--- src/inc/ssc_pkg.sv ---
package ssc_pkg;

  ////////////////////////////////////////////////////////////////////////////
  // Geometry and map
  localparam int SSC_NCH = 3;
  localparam logic [5:0] OFF_TB = 6'h00;
  localparam logic [5:0] OFF_RB = 6'h04;
  localparam logic [5:0] OFF_BRG = 6'h08;
  localparam logic [5:0] OFF_MR = 6'h0C;
  localparam logic [5:0] OFF_C0 = 6'h10;
  localparam logic [5:0] OFF_C1 = 6'h14;
  localparam logic [5:0] OFF_SMA = 6'h18;
  localparam logic [5:0] OFF_SMB = 6'h1C;
  localparam logic [5:0] OFF_SMC = 6'h20;
  localparam logic [5:0] OFF_SMD = 6'h24;
  localparam logic [1:0] SHARED_SERIAL_CONTROL_CH = 2'h3;
  localparam logic [5:0] OFF_SHARED_SERIAL_CONTROL = 6'h00;
  localparam logic [7:0] REG_RST = 8'h00;
  localparam logic [2:0] MODE_SYNC = 3'h1;

  ////////////////////////////////////////////////////////////////////////////
  // Field positions
  localparam int MR_CLOCK_DIRECTION_SEL = 3;
  localparam int C0_SRC = 0;
  localparam int C0_HS_TYPE = 2;
  localparam int C0_SHIFT_REG_EMPTY_FLAG = 3;
  localparam int C0_HS_DIS = 4;
  localparam int C0_OD = 5;
  localparam int C0_CLOCK_POLARITY_SEL = 6;
  localparam int C0_MSB = 7;
  localparam int C1_TE = 0;
  localparam int C1_TBE = 1;
  localparam int C1_RE = 2;
  localparam int C1_RI = 3;
  localparam int C1_IRS2 = 4;
  localparam int C1_RRM2 = 5;
  localparam int C1_INV = 6;
  localparam int UC_IRS0 = 0;
  localparam int UC_RRM0 = 2;
  localparam int UC_CLKSEL = 4;
  localparam int UC_MULTI = 5;
  localparam int UC_SEP = 6;
  localparam int SMC_CLK_OD = 5;
  localparam int RB_OVR = 12;
  localparam int PRE_W = 5;

  ////////////////////////////////////////////////////////////////////////////
  // Channel setup carried to the shifter
  typedef struct packed {
    logic en;
    logic clock_direction_sel;
    logic clock_polarity_sel;
    logic msb;
    logic inv;
    logic [7:0] brg;
  } ssc_cfg_s;

  function automatic logic [7:0] ssc_rev8(input logic [7:0] d);
    logic [7:0] r;
    r = 8'h00;
    for (int k = 0; k < 8; k++) begin
      r[k] = d[7-k];
    end
    return r;
  endfunction : ssc_rev8

endpackage : ssc_pkg

--- src/design/ssc_top.sv ---
`timescale 1ns/100ps
// Functional notes
// - Polarity 0: drive falling, sample rising
// - Overrun sets flag; buffer content undefined
// - Overrun raises no receive request
// - Transmit source bits: shared 0,1; ch2 bit4
// - Two-bit field picks prescaled source clock
// - Transmit enable always; receive enable to accept
// - Flags: buffer empty, shifter empty, complete
// - Continuous receive select enables continuous mode
// - Data invert select inverts both directions
// - Channel 1 clock may use two pins
// - Separation routes ch0 CTS from ch1 pin
// - Data output idles high before transfer
// - Open-drain data output floats while idle
// - Receive-only still shifts out dummy data
// - Transmit-only leaves data input free
// - Direction 0 drives clock; 1 takes input
// - Handshake pin: port, CTS input, RTS output
// - Unselected clock pin holds static idle level
// - Channel 2 data output is open-drain only
// - Rate is source over 2(n+1)
// - Overrun flagged at next word's seventh bit
// - Start needs enable, data, low CTS
module ssc_top #(
  parameter int ADDR_W = 8
) (
  // Clock and reset
  input logic clk_i,
  input logic rst_i,
  // Wishbone slave
  input logic wb_cyc_i,
  input logic wb_stb_i,
  input logic wb_we_i,
  input logic [ADDR_W-1:0] wb_adr_i,
  input logic [3:0] wb_sel_i,
  input logic [31:0] wb_dat_i,
  output logic [31:0] wb_dat_o,
  output logic wb_ack_o,
  // Serial data pins
  input logic [2:0] serial_data_in_i,
  output logic [2:0] serial_data_out_o,
  output logic [2:0] serial_data_out_oe_n_o,
  // Transfer clock pins
  input logic [2:0] transfer_clock_pin_i,
  output logic [2:0] transfer_clock_pin_o,
  output logic [2:0] transfer_clock_pin_oe_n_o,
  output logic alt_clock_pin_o,
  output logic alt_clock_pin_oe_n_o,
  // Handshake pins
  input logic [2:0] handshake_pin_i,
  output logic [2:0] handshake_pin_o,
  output logic [2:0] handshake_pin_oe_n_o,
  // Request strobes to the interrupt controller
  output logic [2:0] tx_irq_o,
  output logic [2:0] rx_irq_o
);
  import ssc_pkg::*;

  if (ADDR_W < 8) begin : g_chk
    $error("ADDR_W must be at least 8");
  end

  logic [7:0] brg [SSC_NCH];
  logic [7:0] mr [SSC_NCH];
  logic [7:0] c0 [SSC_NCH];
  logic [7:0] c1 [SSC_NCH];
  logic [7:0] smr [SSC_NCH][4];
  logic [7:0] tb [SSC_NCH];
  logic [7:0] rb [SSC_NCH];
  logic [7:0] rx_word [SSC_NCH];
  logic [7:0] shared_serial_control;
  logic [SSC_NCH-1:0] tb_full, ri, ovr, ovr_word;
  logic [SSC_NCH-1:0] en, load, busy, done, ovr_p, sclk, txd, tick, start_ok;
  logic [SSC_NCH-1:0] cts_used, cts_n, rrm, irs, od;
  ssc_cfg_s cfg [SSC_NCH];
  logic [PRE_W-1:0] pre;
  logic [1:0] a_ch;
  logic [5:0] a_off;
  logic hit, wr, rd, multi, clk_sel;
  logic [31:0] next_dat;

  ////////////////////////////////////////////////////////////////////////////
  // Bus slave: ack one cycle after request, single cycle high
  assign a_ch = wb_adr_i[7:6];
  assign a_off = wb_adr_i[5:0];
  assign hit = ((wb_adr_i >> 8) == '0);
  assign wr = wb_cyc_i && wb_stb_i && wb_we_i && wb_ack_o && wb_sel_i[0] && hit;
  assign rd = wb_cyc_i && wb_stb_i && !wb_we_i && wb_ack_o && hit;

  function automatic logic sel_ch(input logic [1:0] c, input int i);
    return c == i[1:0];
  endfunction : sel_ch

  always_ff @(posedge clk_i) begin
    if (rst_i) begin
      wb_ack_o <= 1'b0;
      wb_dat_o <= 32'h0000_0000;
    end else begin
      wb_ack_o <= wb_cyc_i && wb_stb_i && !wb_ack_o;
      if (wb_cyc_i && wb_stb_i && !wb_ack_o) begin
        wb_dat_o <= next_dat;
      end
    end
  end

  always_comb begin
    next_dat = 32'h0000_0000;
    if (hit && a_ch == SHARED_SERIAL_CONTROL_CH && a_off == OFF_SHARED_SERIAL_CONTROL) begin
      next_dat[7:0] = shared_serial_control;
    end
    for (int i = 0; i < SSC_NCH; i++) begin
      if (hit && sel_ch(a_ch, i)) begin
        case (a_off)
          OFF_RB: begin
            next_dat[7:0] = rb[i] ^ {8{c1[i][C1_INV]}};
            next_dat[RB_OVR] = ovr[i];
          end
          OFF_BRG: next_dat[7:0] = brg[i];
          OFF_MR: next_dat[7:0] = mr[i];
          OFF_C0: begin
            next_dat[7:0] = c0[i];
            next_dat[C0_SHIFT_REG_EMPTY_FLAG] = !busy[i];
          end
          OFF_C1: begin
            next_dat[7:0] = c1[i];
            next_dat[C1_TBE] = !tb_full[i];
            next_dat[C1_RI] = ri[i];
          end
          OFF_SMA: next_dat[7:0] = smr[i][0];
          OFF_SMB: next_dat[7:0] = smr[i][1];
          OFF_SMC: next_dat[7:0] = smr[i][2];
          OFF_SMD: next_dat[7:0] = smr[i][3];
          default: next_dat = 32'h0000_0000;
        endcase
      end
    end
  end

  ////////////////////////////////////////////////////////////////////////////
  // Control registers; read-only bits are kept out of storage
  always_ff @(posedge clk_i) begin
    if (rst_i) begin
      shared_serial_control <= REG_RST;
      for (int i = 0; i < SSC_NCH; i++) begin
        brg[i] <= REG_RST;
        mr[i] <= REG_RST;
        c0[i] <= REG_RST;
        c1[i] <= REG_RST;
        tb[i] <= REG_RST;
        for (int k = 0; k < 4; k++) begin
          smr[i][k] <= REG_RST;
        end
      end
    end else if (wr) begin
      if (a_ch == SHARED_SERIAL_CONTROL_CH && a_off == OFF_SHARED_SERIAL_CONTROL) begin
        shared_serial_control <= wb_dat_i[7:0];
      end
      for (int i = 0; i < SSC_NCH; i++) begin
        if (sel_ch(a_ch, i)) begin
          case (a_off)
            OFF_TB: tb[i] <= wb_dat_i[7:0];
            OFF_BRG: brg[i] <= wb_dat_i[7:0];
            OFF_MR: mr[i] <= wb_dat_i[7:0];
            OFF_C0: c0[i] <= wb_dat_i[7:0] & ~(8'h01 << C0_SHIFT_REG_EMPTY_FLAG);
            OFF_C1: c1[i] <= wb_dat_i[7:0] & ~((8'h01 << C1_TBE) | (8'h01 << C1_RI));
            OFF_SMA: smr[i][0] <= wb_dat_i[7:0];
            OFF_SMB: smr[i][1] <= wb_dat_i[7:0];
            OFF_SMC: smr[i][2] <= wb_dat_i[7:0];
            OFF_SMD: smr[i][3] <= wb_dat_i[7:0];
            default: ;
          endcase
        end
      end
    end
  end

  ////////////////////////////////////////////////////////////////////////////
  // Prescaler shared by all channels
  always_ff @(posedge clk_i) begin
    if (rst_i) begin
      pre <= '0;
    end else begin
      pre <= pre + 1'b1;
    end
  end

  // source select: divide by 1, 2, 8, 32
  function automatic logic src_tick(input logic [1:0] s, input logic [PRE_W-1:0] p);
    case (s)
      2'h0: return 1'b1;
      2'h1: return p[0];
      2'h2: return &p[2:0];
      default: return &p;
    endcase
  endfunction : src_tick

  ////////////////////////////////////////////////////////////////////////////
  // Per-channel setup and shifters
  assign multi = shared_serial_control[UC_MULTI];
  assign clk_sel = shared_serial_control[UC_CLKSEL];

  for (genvar g = 0; g < SSC_NCH; g++) begin : g_ch
    // only mode 001 runs the channel
    assign en[g] = (mr[g][2:0] == MODE_SYNC);
    assign cfg[g] = '{en: en[g], clock_direction_sel: mr[g][MR_CLOCK_DIRECTION_SEL], clock_polarity_sel: c0[g][C0_CLOCK_POLARITY_SEL],
                      msb: c0[g][C0_MSB], inv: c1[g][C1_INV], brg: brg[g]};
    assign tick[g] = src_tick(c0[g][C0_SRC+1:C0_SRC], pre);
    if (g < 2) begin : g_shared
      assign irs[g] = shared_serial_control[UC_IRS0+g];
      assign rrm[g] = shared_serial_control[UC_RRM0+g];
    end else begin : g_own
      assign irs[g] = c1[g][C1_IRS2];
      assign rrm[g] = c1[g][C1_RRM2];
    end
    // channel 0 may take CTS from channel 1's pin
    if (g == 0) begin : g_sep
      assign cts_n[g] = shared_serial_control[UC_SEP] ? handshake_pin_i[1] : handshake_pin_i[0];
      assign cts_used[g] = !c0[g][C0_HS_DIS] && (!c0[g][C0_HS_TYPE] || shared_serial_control[UC_SEP]);
    end else begin : g_nosep
      assign cts_n[g] = handshake_pin_i[g];
      assign cts_used[g] = !c0[g][C0_HS_DIS] && !c0[g][C0_HS_TYPE];
    end
    assign start_ok[g] = c1[g][C1_TE] && tb_full[g] && !(cts_used[g] && cts_n[g]);

    ssc_shifter u_shift (
      .clk_i(clk_i),
      .rst_i(rst_i),
      .cfg_i(cfg[g]),
      .src_tick_i(tick[g]),
      .start_ok_i(start_ok[g]),
      .tx_data_i(tb[g]),
      .rx_en_i(c1[g][C1_RE]),
      .rb_full_i(ri[g]),
      .ext_clk_i(transfer_clock_pin_i[g]),
      .rxd_i(serial_data_in_i[g]),
      .sclk_o(sclk[g]),
      .txd_o(txd[g]),
      .load_o(load[g]),
      .busy_o(busy[g]),
      .done_o(done[g]),
      .ovr_o(ovr_p[g]),
      .rx_data_o(rx_word[g])
    );
  end

  ////////////////////////////////////////////////////////////////////////////
  // Buffer flags; a set in the same cycle as a clear wins
  always_ff @(posedge clk_i) begin
    if (rst_i) begin
      tb_full <= '0;
      ri <= '0;
      ovr <= '0;
      ovr_word <= '0;
      for (int i = 0; i < SSC_NCH; i++) begin
        rb[i] <= REG_RST;
      end
    end else begin
      for (int i = 0; i < SSC_NCH; i++) begin
        if (!en[i]) begin
          tb_full[i] <= 1'b0;
          ri[i] <= 1'b0;
          ovr[i] <= 1'b0;
          ovr_word[i] <= 1'b0;
        end else begin
          if (wr && sel_ch(a_ch, i) && a_off == OFF_TB) begin
            tb_full[i] <= 1'b1;
          end else if (rd && rrm[i] && sel_ch(a_ch, i) && a_off == OFF_RB) begin
            tb_full[i] <= 1'b1;
          end else if (load[i]) begin
            tb_full[i] <= 1'b0;
          end
          // data input only used when receiving
          if (done[i] && c1[i][C1_RE]) begin
            rb[i] <= rx_word[i];
            ri[i] <= 1'b1;
          end else if (rd && sel_ch(a_ch, i) && a_off == OFF_RB) begin
            ri[i] <= 1'b0;
          end
          // overrun flag is sticky until mode off
          if (ovr_p[i]) begin
            ovr[i] <= 1'b1;
            ovr_word[i] <= 1'b1;
          end else if (load[i]) begin
            ovr_word[i] <= 1'b0;
          end
        end
      end
    end
  end

  always_ff @(posedge clk_i) begin
    if (rst_i) begin
      tx_irq_o <= '0;
      rx_irq_o <= '0;
    end else begin
      for (int i = 0; i < SSC_NCH; i++) begin
        tx_irq_o[i] <= irs[i] ? done[i] : load[i];
        // no receive request for an overrun word
        rx_irq_o[i] <= done[i] && c1[i][C1_RE] && !ovr_word[i] && !ovr_p[i];
      end
    end
  end

  ////////////////////////////////////////////////////////////////////////////
  // Pins; enables are low while driving
  logic [2:0] clk_val, clk_drv, clk_od;
  for (genvar g = 0; g < SSC_NCH; g++) begin : g_pin
    assign od[g] = (g == 2) || c0[g][C0_OD];
    assign serial_data_out_o[g] = od[g] ? 1'b0 : txd[g];
    assign serial_data_out_oe_n_o[g] = !en[g] || (od[g] && txd[g]);
    // direction picks output or input clock
    assign clk_drv[g] = en[g] && !mr[g][MR_CLOCK_DIRECTION_SEL];
    assign clk_od[g] = smr[g][2][SMC_CLK_OD];
    // unselected pin holds the idle level
    if (g == 1) begin : g_multi
      assign clk_val[g] = (multi && clk_sel) ? !c0[g][C0_CLOCK_POLARITY_SEL] : sclk[g];
    end else begin : g_single
      assign clk_val[g] = sclk[g];
    end
    assign transfer_clock_pin_o[g] = clk_od[g] ? 1'b0 : clk_val[g];
    assign transfer_clock_pin_oe_n_o[g] = !clk_drv[g] || (clk_od[g] && clk_val[g]);
    // handshake pin role; RTS low when ready
    if (g == 1) begin : g_hs1
      assign handshake_pin_oe_n_o[g] = !(en[g] && !c0[g][C0_HS_DIS] && c0[g][C0_HS_TYPE])
                                       || multi;
    end else begin : g_hsn
      assign handshake_pin_oe_n_o[g] = !(en[g] && !c0[g][C0_HS_DIS] && c0[g][C0_HS_TYPE]);
    end
    assign handshake_pin_o[g] = !(c1[g][C1_RE] && !ri[g] && !busy[g]);
  end

  // second clock pin for channel 1
  assign alt_clock_pin_o = clk_sel ? sclk[1] : !c0[1][C0_CLOCK_POLARITY_SEL];
  assign alt_clock_pin_oe_n_o = !(multi && clk_drv[1]);

  ////////////////////////////////////////////////////////////////////////////
  // Checks
  a_ovr_sets_flag: assert property (@(posedge clk_i) disable iff (rst_i)
    ovr_p[0] && en[0] |=> ovr[0] && !rx_irq_o[0]) else $error("overrun flag not set");
  a_ri_on_store: assert property (@(posedge clk_i) disable iff (rst_i)
    done[0] && c1[0][C1_RE] && en[0] |=> ri[0] && rb[0] == $past(rx_word[0]))
    else $error("word not stored with complete flag");
  a_tbe_on_load: assert property (@(posedge clk_i) disable iff (rst_i)
    load[0] && !wr && !rd |=> !tb_full[0]) else $error("buffer empty flag not set at load");
  a_ack_single: assert property (@(posedge clk_i) disable iff (rst_i)
    wb_ack_o |=> !wb_ack_o) else $error("ack held longer than one cycle");
  a_no_irq_ovr: assert property (@(posedge clk_i) disable iff (rst_i)
    ovr_word[0] && !load[0] |-> ##1 !rx_irq_o[0]) else $error("receive request on overrun");
  a_hs_released: assert property (@(posedge clk_i) disable iff (rst_i)
    c0[0][C0_HS_DIS] |-> handshake_pin_oe_n_o[0]) else $error("handshake pin driven when off");
  a_cts_blocks: assert property (@(posedge clk_i) disable iff (rst_i)
    load[0] |-> !(cts_used[0] && cts_n[0]) && c1[0][C1_TE]) else $error("start while CTS high");
  a_ch2_od_idle: assert property (@(posedge clk_i) disable iff (rst_i)
    !busy[2] |-> serial_data_out_oe_n_o[2]) else $error("channel 2 idle line not released");
  a_alt_static: assert property (@(posedge clk_i) disable iff (rst_i)
    multi && !clk_sel |-> alt_clock_pin_o == !c0[1][C0_CLOCK_POLARITY_SEL]) else $error("alt pin not static");

endmodule : ssc_top

--- src/design/ssc_shifter.sv ---
`timescale 1ns/100ps
module ssc_shifter (
  // Clock and reset
  input logic clk_i,
  input logic rst_i,
  // Setup and start
  input ssc_pkg::ssc_cfg_s cfg_i,
  input logic src_tick_i,
  input logic start_ok_i,
  input logic [7:0] tx_data_i,
  input logic rx_en_i,
  input logic rb_full_i,
  // Serial side
  input logic ext_clk_i,
  input logic rxd_i,
  output logic sclk_o,
  output logic txd_o,
  // Events and status
  output logic load_o,
  output logic busy_o,
  output logic done_o,
  output logic ovr_o,
  output logic [7:0] rx_data_o
);
  import ssc_pkg::*;

  logic busy, lvl, ext_q, txd;
  logic [7:0] cnt, tsh, rsh;
  logic [3:0] nbits;
  logic start, tog, lead, trail, ext_lvl;
  logic [7:0] word_in;

  ////////////////////////////////////////////////////////////////////////////
  // Edge detection, normalised so that idle level is 1
  assign ext_lvl = ext_clk_i ^ cfg_i.clock_polarity_sel;
  // start needs enable, data, clear to send
  assign start = cfg_i.en && !busy && start_ok_i;
  assign tog = busy && !cfg_i.clock_direction_sel && src_tick_i && (cnt == 8'h00);
  // lead edge drives, trail edge samples
  assign lead = busy && (cfg_i.clock_direction_sel ? (ext_q && !ext_lvl) : (tog && lvl));
  assign trail = busy && (cfg_i.clock_direction_sel ? (!ext_q && ext_lvl) : (tog && !lvl));
  // Receive inversion is applied at the buffer read, not here
  assign word_in = {rxd_i, rsh[7:1]};

  always_ff @(posedge clk_i) begin
    if (rst_i) begin
      ext_q <= 1'b1;
    end else begin
      ext_q <= ext_lvl;
    end
  end

  ////////////////////////////////////////////////////////////////////////////
  // Baud divider: toggles every n+1 source ticks
  // half period of n plus one
  always_ff @(posedge clk_i) begin
    if (rst_i) begin
      cnt <= 8'h00;
      lvl <= 1'b1;
    end else begin
      if (!busy || (src_tick_i && cnt == 8'h00)) begin
        cnt <= cfg_i.brg;
      end else if (src_tick_i) begin
        cnt <= cnt - 8'h01;
      end
      if (!busy) begin
        lvl <= 1'b1;
      end else if (tog) begin
        lvl <= ~lvl;
      end
    end
  end

  ////////////////////////////////////////////////////////////////////////////
  // Transfer sequencing
  always_ff @(posedge clk_i) begin
    if (rst_i) begin
      busy <= 1'b0;
      nbits <= 4'h0;
    end else if (!cfg_i.en) begin
      busy <= 1'b0;
      nbits <= 4'h0;
    end else if (start) begin
      busy <= 1'b1;
      nbits <= 4'h0;
    end else if (trail) begin
      nbits <= nbits + 4'h1;
      if (nbits == 4'h7) begin
        busy <= 1'b0;
      end
    end
  end

  // invert and order applied at load
  // buffer content shifts out even when receiving only
  always_ff @(posedge clk_i) begin
    if (rst_i) begin
      tsh <= 8'h00;
      txd <= 1'b1;
    end else if (start) begin
      tsh <= (cfg_i.msb ? ssc_rev8(tx_data_i) : tx_data_i) ^ {8{cfg_i.inv}};
    end else if (!busy) begin
      txd <= 1'b1;
    end else if (lead) begin
      txd <= tsh[0];
      tsh <= {1'b0, tsh[7:1]};
    end
  end

  always_ff @(posedge clk_i) begin
    if (rst_i) begin
      rsh <= 8'h00;
      rx_data_o <= 8'h00;
      done_o <= 1'b0;
      ovr_o <= 1'b0;
    end else begin
      done_o <= trail && (nbits == 4'h7);
      ovr_o <= trail && (nbits == 4'h6) && rb_full_i && rx_en_i;
      if (trail) begin
        rsh <= word_in;
        if (nbits == 4'h7) begin
          rx_data_o <= cfg_i.msb ? ssc_rev8(word_in) : word_in;
        end
      end
    end
  end

  assign sclk_o = lvl ^ cfg_i.clock_polarity_sel;
  assign txd_o = txd;
  assign load_o = start;
  assign busy_o = busy;

  ////////////////////////////////////////////////////////////////////////////
  // Checks
  a_idle_txd_high: assert property (@(posedge clk_i) disable iff (rst_i)
    !busy && !$past(busy) |-> txd_o) else $error("data line not high while idle");
  a_start_needs_ok: assert property (@(posedge clk_i) disable iff (rst_i)
    load_o |-> start_ok_i && cfg_i.en) else $error("start without condition");
  a_load_then_busy: assert property (@(posedge clk_i) disable iff (rst_i)
    load_o |=> busy_o ##1 busy_o) else $error("load did not begin a transfer");
  a_clock_idle_lvl: assert property (@(posedge clk_i) disable iff (rst_i)
    !busy && !cfg_i.clock_direction_sel |-> sclk_o == !cfg_i.clock_polarity_sel) else $error("clock idle level wrong");

endmodule : ssc_shifter

--- config.mk ---
export PLATFORM = sky130hd
export DESIGN_NAME = ssc_top
export DESIGN_NICKNAME = d
export VERILOG_FILES = /design/src/inc/ssc_pkg.sv /design/src/design/ssc_top.sv /design/src/design/ssc_shifter.sv
export SDC_FILE = /design/constraint.sdc
export NUM_CORES = 1
export LEC_CHECK = 0
export BUFFER_PORTS_ARGS = -buffer_cell sky130_fd_sc_hd__buf_2
export CAP_MARGIN = 20
export CORE_MARGIN = 1.5
export CORE_UTILIZATION = 61
export CTS_BUF_LIST = sky130_fd_sc_hd__clkbuf_4
export DETAILED_ROUTE_END_ITERATION = 7
export GPL_ROUTABILITY_DRIVEN = 0
export PLACE_DENSITY_LB_ADDON = 0.25
export SYNTH_ARGS = -nofsm -noshare
export SYNTH_HDL_FRONTEND = slang
export SYNTH_SLANG_ARGS = --single-unit
--- constraint.sdc ---
create_clock -name clk_i -period 4.6 [get_ports clk_i]
set_input_delay 0.46 -clock clk_i [delete_from_list [all_inputs] [get_ports clk_i]]
set_output_delay 0.46 -clock clk_i [all_outputs]
set_load 0.01 [all_outputs]
Word-level counts from Yosys, hierarchy flattened. Memories as Yosys holds them, arrays and structs flattened. Cells that the tools add are included.

RAM bits: 231. Input bits: 58. Logic and storage cells: 638. Register bits: 190. Memories kept: 7.

Memory list: smr (words 3, bits a word 32, read ports 3, clocked after Yosys merged registers in 0, write ports 3, RTL line ssc_top.sv:68) `logic [7:0] smr [SSC_NCH][4];`; brg (words 3, bits a word 8, read ports 3, clocked after Yosys merged registers in 0, write ports 3, RTL line ssc_top.sv:64) `logic [7:0] brg [SSC_NCH];`; mr (words 3, bits a word 8, read ports 3, clocked after Yosys merged registers in 0, write ports 3, RTL line ssc_top.sv:65) `logic [7:0] mr [SSC_NCH];`; rb (words 3, bits a word 8, read ports 3, clocked after Yosys merged registers in 0, write ports 3, RTL line ssc_top.sv:70) `logic [7:0] rb [SSC_NCH];`; tb (words 3, bits a word 8, read ports 3, clocked after Yosys merged registers in 0, write ports 3, RTL line ssc_top.sv:69) `logic [7:0] tb [SSC_NCH];`; c0 (words 3, bits a word 7, read ports 3, clocked after Yosys merged registers in 0, write ports 3, RTL line ssc_top.sv:66) `logic [7:0] c0 [SSC_NCH];`; +1 memories.

Reduce and logical (&&, ||, !) cells: 241. Eq/ne operators: 30. Add/sub/neg operators: 7. Muxes and demuxes: 248. Bitwise operators: 54.

Operators with widths (number): 8-bit 2-to-1 mux (46); 8-bit one-hot mux with 9 select lines (3); 1-bit 2-to-1 mux (182); 1-bit logical AND (120); 1-bit logical NOT (52); 8-bit bitwise XOR (6); 2-bit nonzero test (21); 32-bit 2-to-1 mux (1); 1-bit OR (30); 13-bit 2-to-1 mux (2); 2-bit AND reduction (13); 4-bit by 3-bit equality test with 1-bit output (second input constant) (6); 6-bit by 5-bit equality test with 1-bit output (second input constant) (4); 8-bit logical NOT (3); 8-bit by 1-bit subtractor with 8-bit output (second input constant) (3); 7-bit 2-to-1 mux (3); 19-bit 2-to-1 mux (1); 6-bit 2-to-1 mux (3); 4-bit by 1-bit adder with 4-bit output (second input constant) (3); 6-bit by 4-bit equality test with 1-bit output (second input constant) (2); 6-bit equality test (second input constant) (2); 1-bit NOT (12); 2-bit OR reduction (6); 1-bit logical OR (11); 18 further kinds (45).

Depth between registers and ports, before layout. An unclocked memory read counts as a cell.

Word-level depth: 11. Depth in mapped cells: 11.

Modules after synthesis. A second synthesis with hierarchy kept.

Cell total of the unflattened synthesis: 1808. Area total of the unflattened synthesis: 19466.2 um2.

By module, submodules not included: ssc_top (seq. area each 7757.4 um2, cells an instance 1016, area an instance 12439.4 um2, instances 1); ssc_shifter (seq. area each 820.8 um2, cells an instance 264, area an instance 2342.2 um2, instances 3).

Worst setup path after synthesis. OpenSTA, ideal clock, no wires.

Path kind: reg2reg. Start point: reg pre[0]. End point: reg g_ch[0].u_shift.tsh[0]. Library setup time: 86 ps. Arrival: 2357 ps. Period minus slack after synthesis: 2443 ps. Slack: 2157 ps. Cell stages (with the launch flop): 10. Cell sequence: dfxtp_1 > ha_1 > and3_1 > ha_1 > mux2i_1 > a22o_1 > o41ai_1 > nand2_1 > mux2i_1 > a211oi_1.

Longest elaborated chain between the ends: 9. Elaborated cells between the ends (all ways): 10. Those cells by class: mux: 2; reduce/logical: 8.

Ends and longest elaborated chain: start: declaration (RTL line ssc_top.sv:77) `logic [PRE_W-1:0] pre;`; start signal: assignment (RTL line ssc_top.sv:184) `pre <= pre + 1'b1;`; 5-bit AND reduction / 3-bit AND reduction (equally long branches) (RTL line ssc_top.sv:194, ssc_top.sv:193); 1-bit one-hot mux with 3 select lines (*) (RTL line ssc_top.sv:190) `case (s)`; 1-bit logical AND (*) (2 in a row) (RTL line ssc_shifter.sv:38) `assign tog = busy && !cfg_i.clock_direction_sel && src_tick_i && (cnt == 8'h00);`; 1-bit logical AND (*) (RTL line ssc_shifter.sv:40) `assign lead = busy && (cfg_i.clock_direction_sel ? (ext_q && !ext_lvl) : (tog && lvl));`; 1-bit 2-to-1 mux (*) (RTL line ssc_shifter.sv:40); 1-bit logical AND (*) (RTL line ssc_shifter.sv:40); 2-bit nonzero test (no line) (*); 2-bit AND reduction (no line) (*); end signal: assignment (RTL line ssc_shifter.sv:101) `tsh <= (cfg_i.msb ? ssc_rev8(tx_data_i) : tx_data_i) ^ {8{cfg_i.inv}};`; end signal: assignment (RTL line ssc_shifter.sv:106) `tsh <= {1'b0, tsh[7:1]};`; end: declaration (RTL line ssc_shifter.sv:28) `logic [7:0] cnt, tsh, rsh;`.

Mark *: on every way between the ends. The rest lies on a longest branch, timed or not. A chain may end at the register's enable or synchronous reset.

Final worst setup path.
Start point: reg pre[0]. End point: reg g_ch[2].u_shift.rx_data_o[5].

Longest elaborated chain between the ends: 8. Elaborated cells between the ends (all ways): 9. Those cells by class: mux: 2; reduce/logical: 7.

Ends and longest elaborated chain: 5-bit AND reduction / 3-bit AND reduction (equally long branches) (RTL line ssc_top.sv:194, ssc_top.sv:193); 1-bit one-hot mux with 3 select lines (*) (RTL line ssc_top.sv:190); 1-bit logical AND (*) (2 in a row) (RTL line ssc_shifter.sv:38); 1-bit logical AND (*) (RTL line ssc_shifter.sv:41) `assign trail = busy && (cfg_i.clock_direction_sel ? (!ext_q && ext_lvl) : (tog && !lvl));`; 1-bit 2-to-1 mux (*) (RTL line ssc_shifter.sv:41); 1-bit logical AND (*) (RTL line ssc_shifter.sv:41); 2-bit AND reduction (no line) (*); end signal: assignment (RTL line ssc_shifter.sv:122) `rx_data_o <= cfg_i.msb ? ssc_rev8(word_in) : word_in;`; end: declaration (RTL line ssc_shifter.sv:23) `output logic [7:0] rx_data_o`.

Marked as above.

==> flow_summary.yaml <==
outcome:
  status: "complete, but fails checks"
  violations: "DRC"
worst_setup_path:
  worstPathArrival_ps: 4140
  cp_num_buf_inv: 0
  r2r-start: "pre[0]$_SDFF_PP0_"
  r2r_end: "g_ch[2].u_shift.rx_data_o[5]$_SDFFE_PP0P_"
  cpMostUsedCell: "ha_1"
  crit_path_start_kind: "flop"
  ff2ff_setup_slack_ps: 1110
  cp-startpoint: "pre[0]$_SDFF_PP0_"
  path_delay_family: "compound AO/OA/AOI/OAI gates"
  required_ps: 5250
  slowest_stage: "and4b_1"
  setup.worst_path.class: "reg2reg"
  critPathMaxStageDelay_ps: 670
  r2r.worst_path.cells: 9
  setup.worst_path.end: "g_ch[2].u_shift.rx_data_o[5]$_SDFFE_PP0P_"
  cp_max_fo: 18
  crit_cells: 9
  end_kind: "flop"
  cp_cell_sequence: "ha_1 -> and3_1 -> ha_1 -> mux2i_1 -> a2111oi_4 -> a21o_1 -> and4b_1 -> nor2_1 -> a211oi_1"
synthesis:
  ys_ff_latch: 395
  synth_edf_count: 231
  synth_largest_area_cell: "edfxtp_1"
  synth.most_common_cell: "edfxtp_1"
  synth_common_cells: "231 x edfxtp_1, 184 x nor2_1, 164 x dfxtp_1"
  synth.top_cell.area_share_pct: 37.1
  synth_cells: 1722
  synthArstFlopShare_pct: 0
  syn-cell-area_mm2: 0.0187
  yosys_warnings: 0
  syn_avg_cell_area_um2: 10.9
  synth.distinct_cells: 77
  ys_seq_area_share_pct: 54.6
  yosys_most_used_dff: "edfxtp_1"
  synthTopCellsByArea: "edfxtp_1 37%, dfxtp_1 18%, mux2i_1 5.9%"
route:
  detail-route-antenna-nets: 0
  drt-initial-drc-count: 2529
  wl_um: 55400
  drc: 25
  dr.pass1.iters: 8
  vias_per_cell: 6.46
  vias: 14800
  routedWlPerCell_um: 24.1
power_and_ir_drop:
  netSwitchingPower_uw: 1840
  vdd_drop_max_mv: 0.210
  combPwrFrac_pct: 5.8
  switching_share_pct: 24.8
  p_int_uw: 5600
  p_per_area_mw_per_mm2: 361
  p_leak_uw: 0.00782
  power_frac_seq_pct: 52.3
  clockPowerShare_pct: 41.9
grt:
  track_usage_pct: 35.2
  antenna_found_initial: 2
  overflow: 0
  grt_pass1_wl_um: 81800
  grt_pass1_vias: 13800
  grt_max_degree: 80
sta:
  period_share_pct: 75.8
  tightest_slew_ps: 1190
  grt_setup_unrepaired: "no"
  fmax_mhz: 287
  tns_ps: 0
  hold_violations: 0
  slew_headroom_pct: 20.1
  drv_slew: 0
  fin_crit_ps: 3490
  worst_clock_skew_ps: 64.2
  finalSetupViolations: 0
placement:
  portBuffers: 65
  numPlacedInstances: 2101
  hpwl_um: 38400
layout:
  nFillCells: 2262
  final_cells: 2294
  area_growth_syn_to_layout_pct: 10.1
  seq_area_mm2: 0.0102
  final_layout_size_suffix_gt1_share_pct: 15.7
  final_nets: 1893
  multiInputGateArea_mm2: 0.00793
floorplanning:
  num_rows: 63
  ios: 117
  die_h_um: 178
  die_x_um: 178
  core_mm2: 0.0300
  dieArea_mm2: 0.0317
  start_util_pct: 62.5
clock_tree:
  clock_sink_count: 395
  clockRootBuffer: "clkbuf_4"
  cts_resized: 0
  clk_latency_ps: 780
  numCtsBuffers: 102
  cts_tree: "built"
  clk_transition_reported_paths_ps: 60
  clockBufferDepth: 3
  htreeDepth: 3
run:
  cap_violations: 0
hold_path:
  hold_path_class: "in2reg"
==> final cells by class <==
type / count / share of cell area [%]
flip-flops and latches: 395 / 49.6
clock inverters: 26 / 0.644
clock buffers: 161 / 5.87
diodes: 1 / 0.0121
inverters: 24 / 0.437
well taps: 390 / 2.37
multi-input cells: 1207 / 38.5
repair buffers: 90 / 2.56
==> timing repair <==
item                                   CTS  global route
setup buffers                            0             0
endpoints found under the hold margin    5             0
hold buffers                             5             0
==> worst min path at each step <==
stage | from | to | slack, ps | cells after the start
after CTS | transfer_clock_pin_i[1] | g_ch[1].u_shift.ext_q$_SDFF_PP1_ | 160 | 3
after global routing | rst_i | tx_irq_o[2]$_SDFF_PP0_ | 190 | 2
after global placement | ovr_word[1]$_SDFFE_PP0P_ | rx_irq_o[1]$_SDFF_PP0_ | 410 | 1
after floorplan | ovr_word[1]$_SDFFE_PP0P_ | rx_irq_o[1]$_SDFF_PP0_ | 400 | 1
after detailed placement | ovr_word[2]$_SDFFE_PP0P_ | rx_irq_o[2]$_SDFF_PP0_ | 430 | 1
final | transfer_clock_pin_i[1] | g_ch[1].u_shift.ext_q$_SDFF_PP1_ | 190 | 3
==> stage by stage <==
stage	power [uW]	hold WS (ps)	cell area (um2)	util (%)	setup slack (ps)
3_5_place_dp	4380	429	19200	64.1	1210
3_3_place_gp	4370	413	19200	64.1	1300
6_report	7440	191	20600	68.8	1110
5_1_grt	7660	193	20600	68.8	967
4_1_cts	7430	159	20600	68.8	1160
2_1_floorplan	4220	400	18800	-	2160
==> sequential cells by signal, indices dropped and copies added (netlist names), 5 cells and up <==
name and count:
c0 21, shared_serial_control 8, tb 24, g_ch.u_shift.rx_data_o 24, smr 96, g_ch.u_shift.nbits 12
rb 24, g_ch.u_shift.rsh 21, wb_dat_o 9, mr 24, c1 18, g_ch.u_shift.tsh 24
g_ch.u_shift.cnt 24, brg 24, pre 5
==> layer usage <==
layer  routed length, um  vias to the layer above  GRT usage, %
met5                   0                        -         0.481
met4                3560                        0          20.8
met3                7070                      269          11.7
met2               24200                     1054          53.0
met1               20600                     6973          44.3
li1                    -                     6517             -
==> worst min-delay path, delay by kind of cell <==
kind / cells / cell delay, ps
simple gates: 1 / 140
buf+inv: 1 / 110
xor+xnor: 1 / 190
==> cells in the final DEF (no fill, tap or decap), types with 23 or more instances in the layout <==
cell      count
nor2b_1      45
edfxtp_1    231
conb_1       24
a21o_1       31
o21ai_0      35
dfxtp_1     164
nor2_1      184
nand3_1      32
a21oi_1      46
inv_1        23
a211oi_1     51
mux2i_1     110
a22oi_1      49
and2_1      141
buf_2        64
nor3_1       41
xnor2_1      43
clkbuf_4    161
nand2_1     122
==> cells by family (layout without fill, tap and decap cells) <==
| logic type | count (synthesis) | in the layout | share of synthesized area (%) |
|---|---|---|---|
| buffers and inverters | 143 | 301 | 3.49 |
| XOR/XNOR | 65 | 65 | 3.04 |
| multiplexers | 127 | 127 | 7.45 |
| AND/OR/NAND/NOR | 656 | 656 | 18.0 |
| flip-flops | 395 | 395 | 54.6 |
| AO/OA/AOI/OAI | 320 | 320 | 12.4 |
| adder cells (fa/ha/maj) | 15 | 15 | 1.00 |
| other | 1 | 25 | 0.0200 |
==> power groups by stage <==
stage | clock [uW] | sequential, uW | combinational [uW]
global placement | 0 | 3960 | 405
CTS | 3130 | 3890 | 417
finish | 3110 | 3890 | 431
global route | 3310 | 3900 | 455
detailed placement | 0 | 3970 | 412
floorplan | 0 | 3930 | 297
No activity file was read; power rests on OpenSTA's default activity.
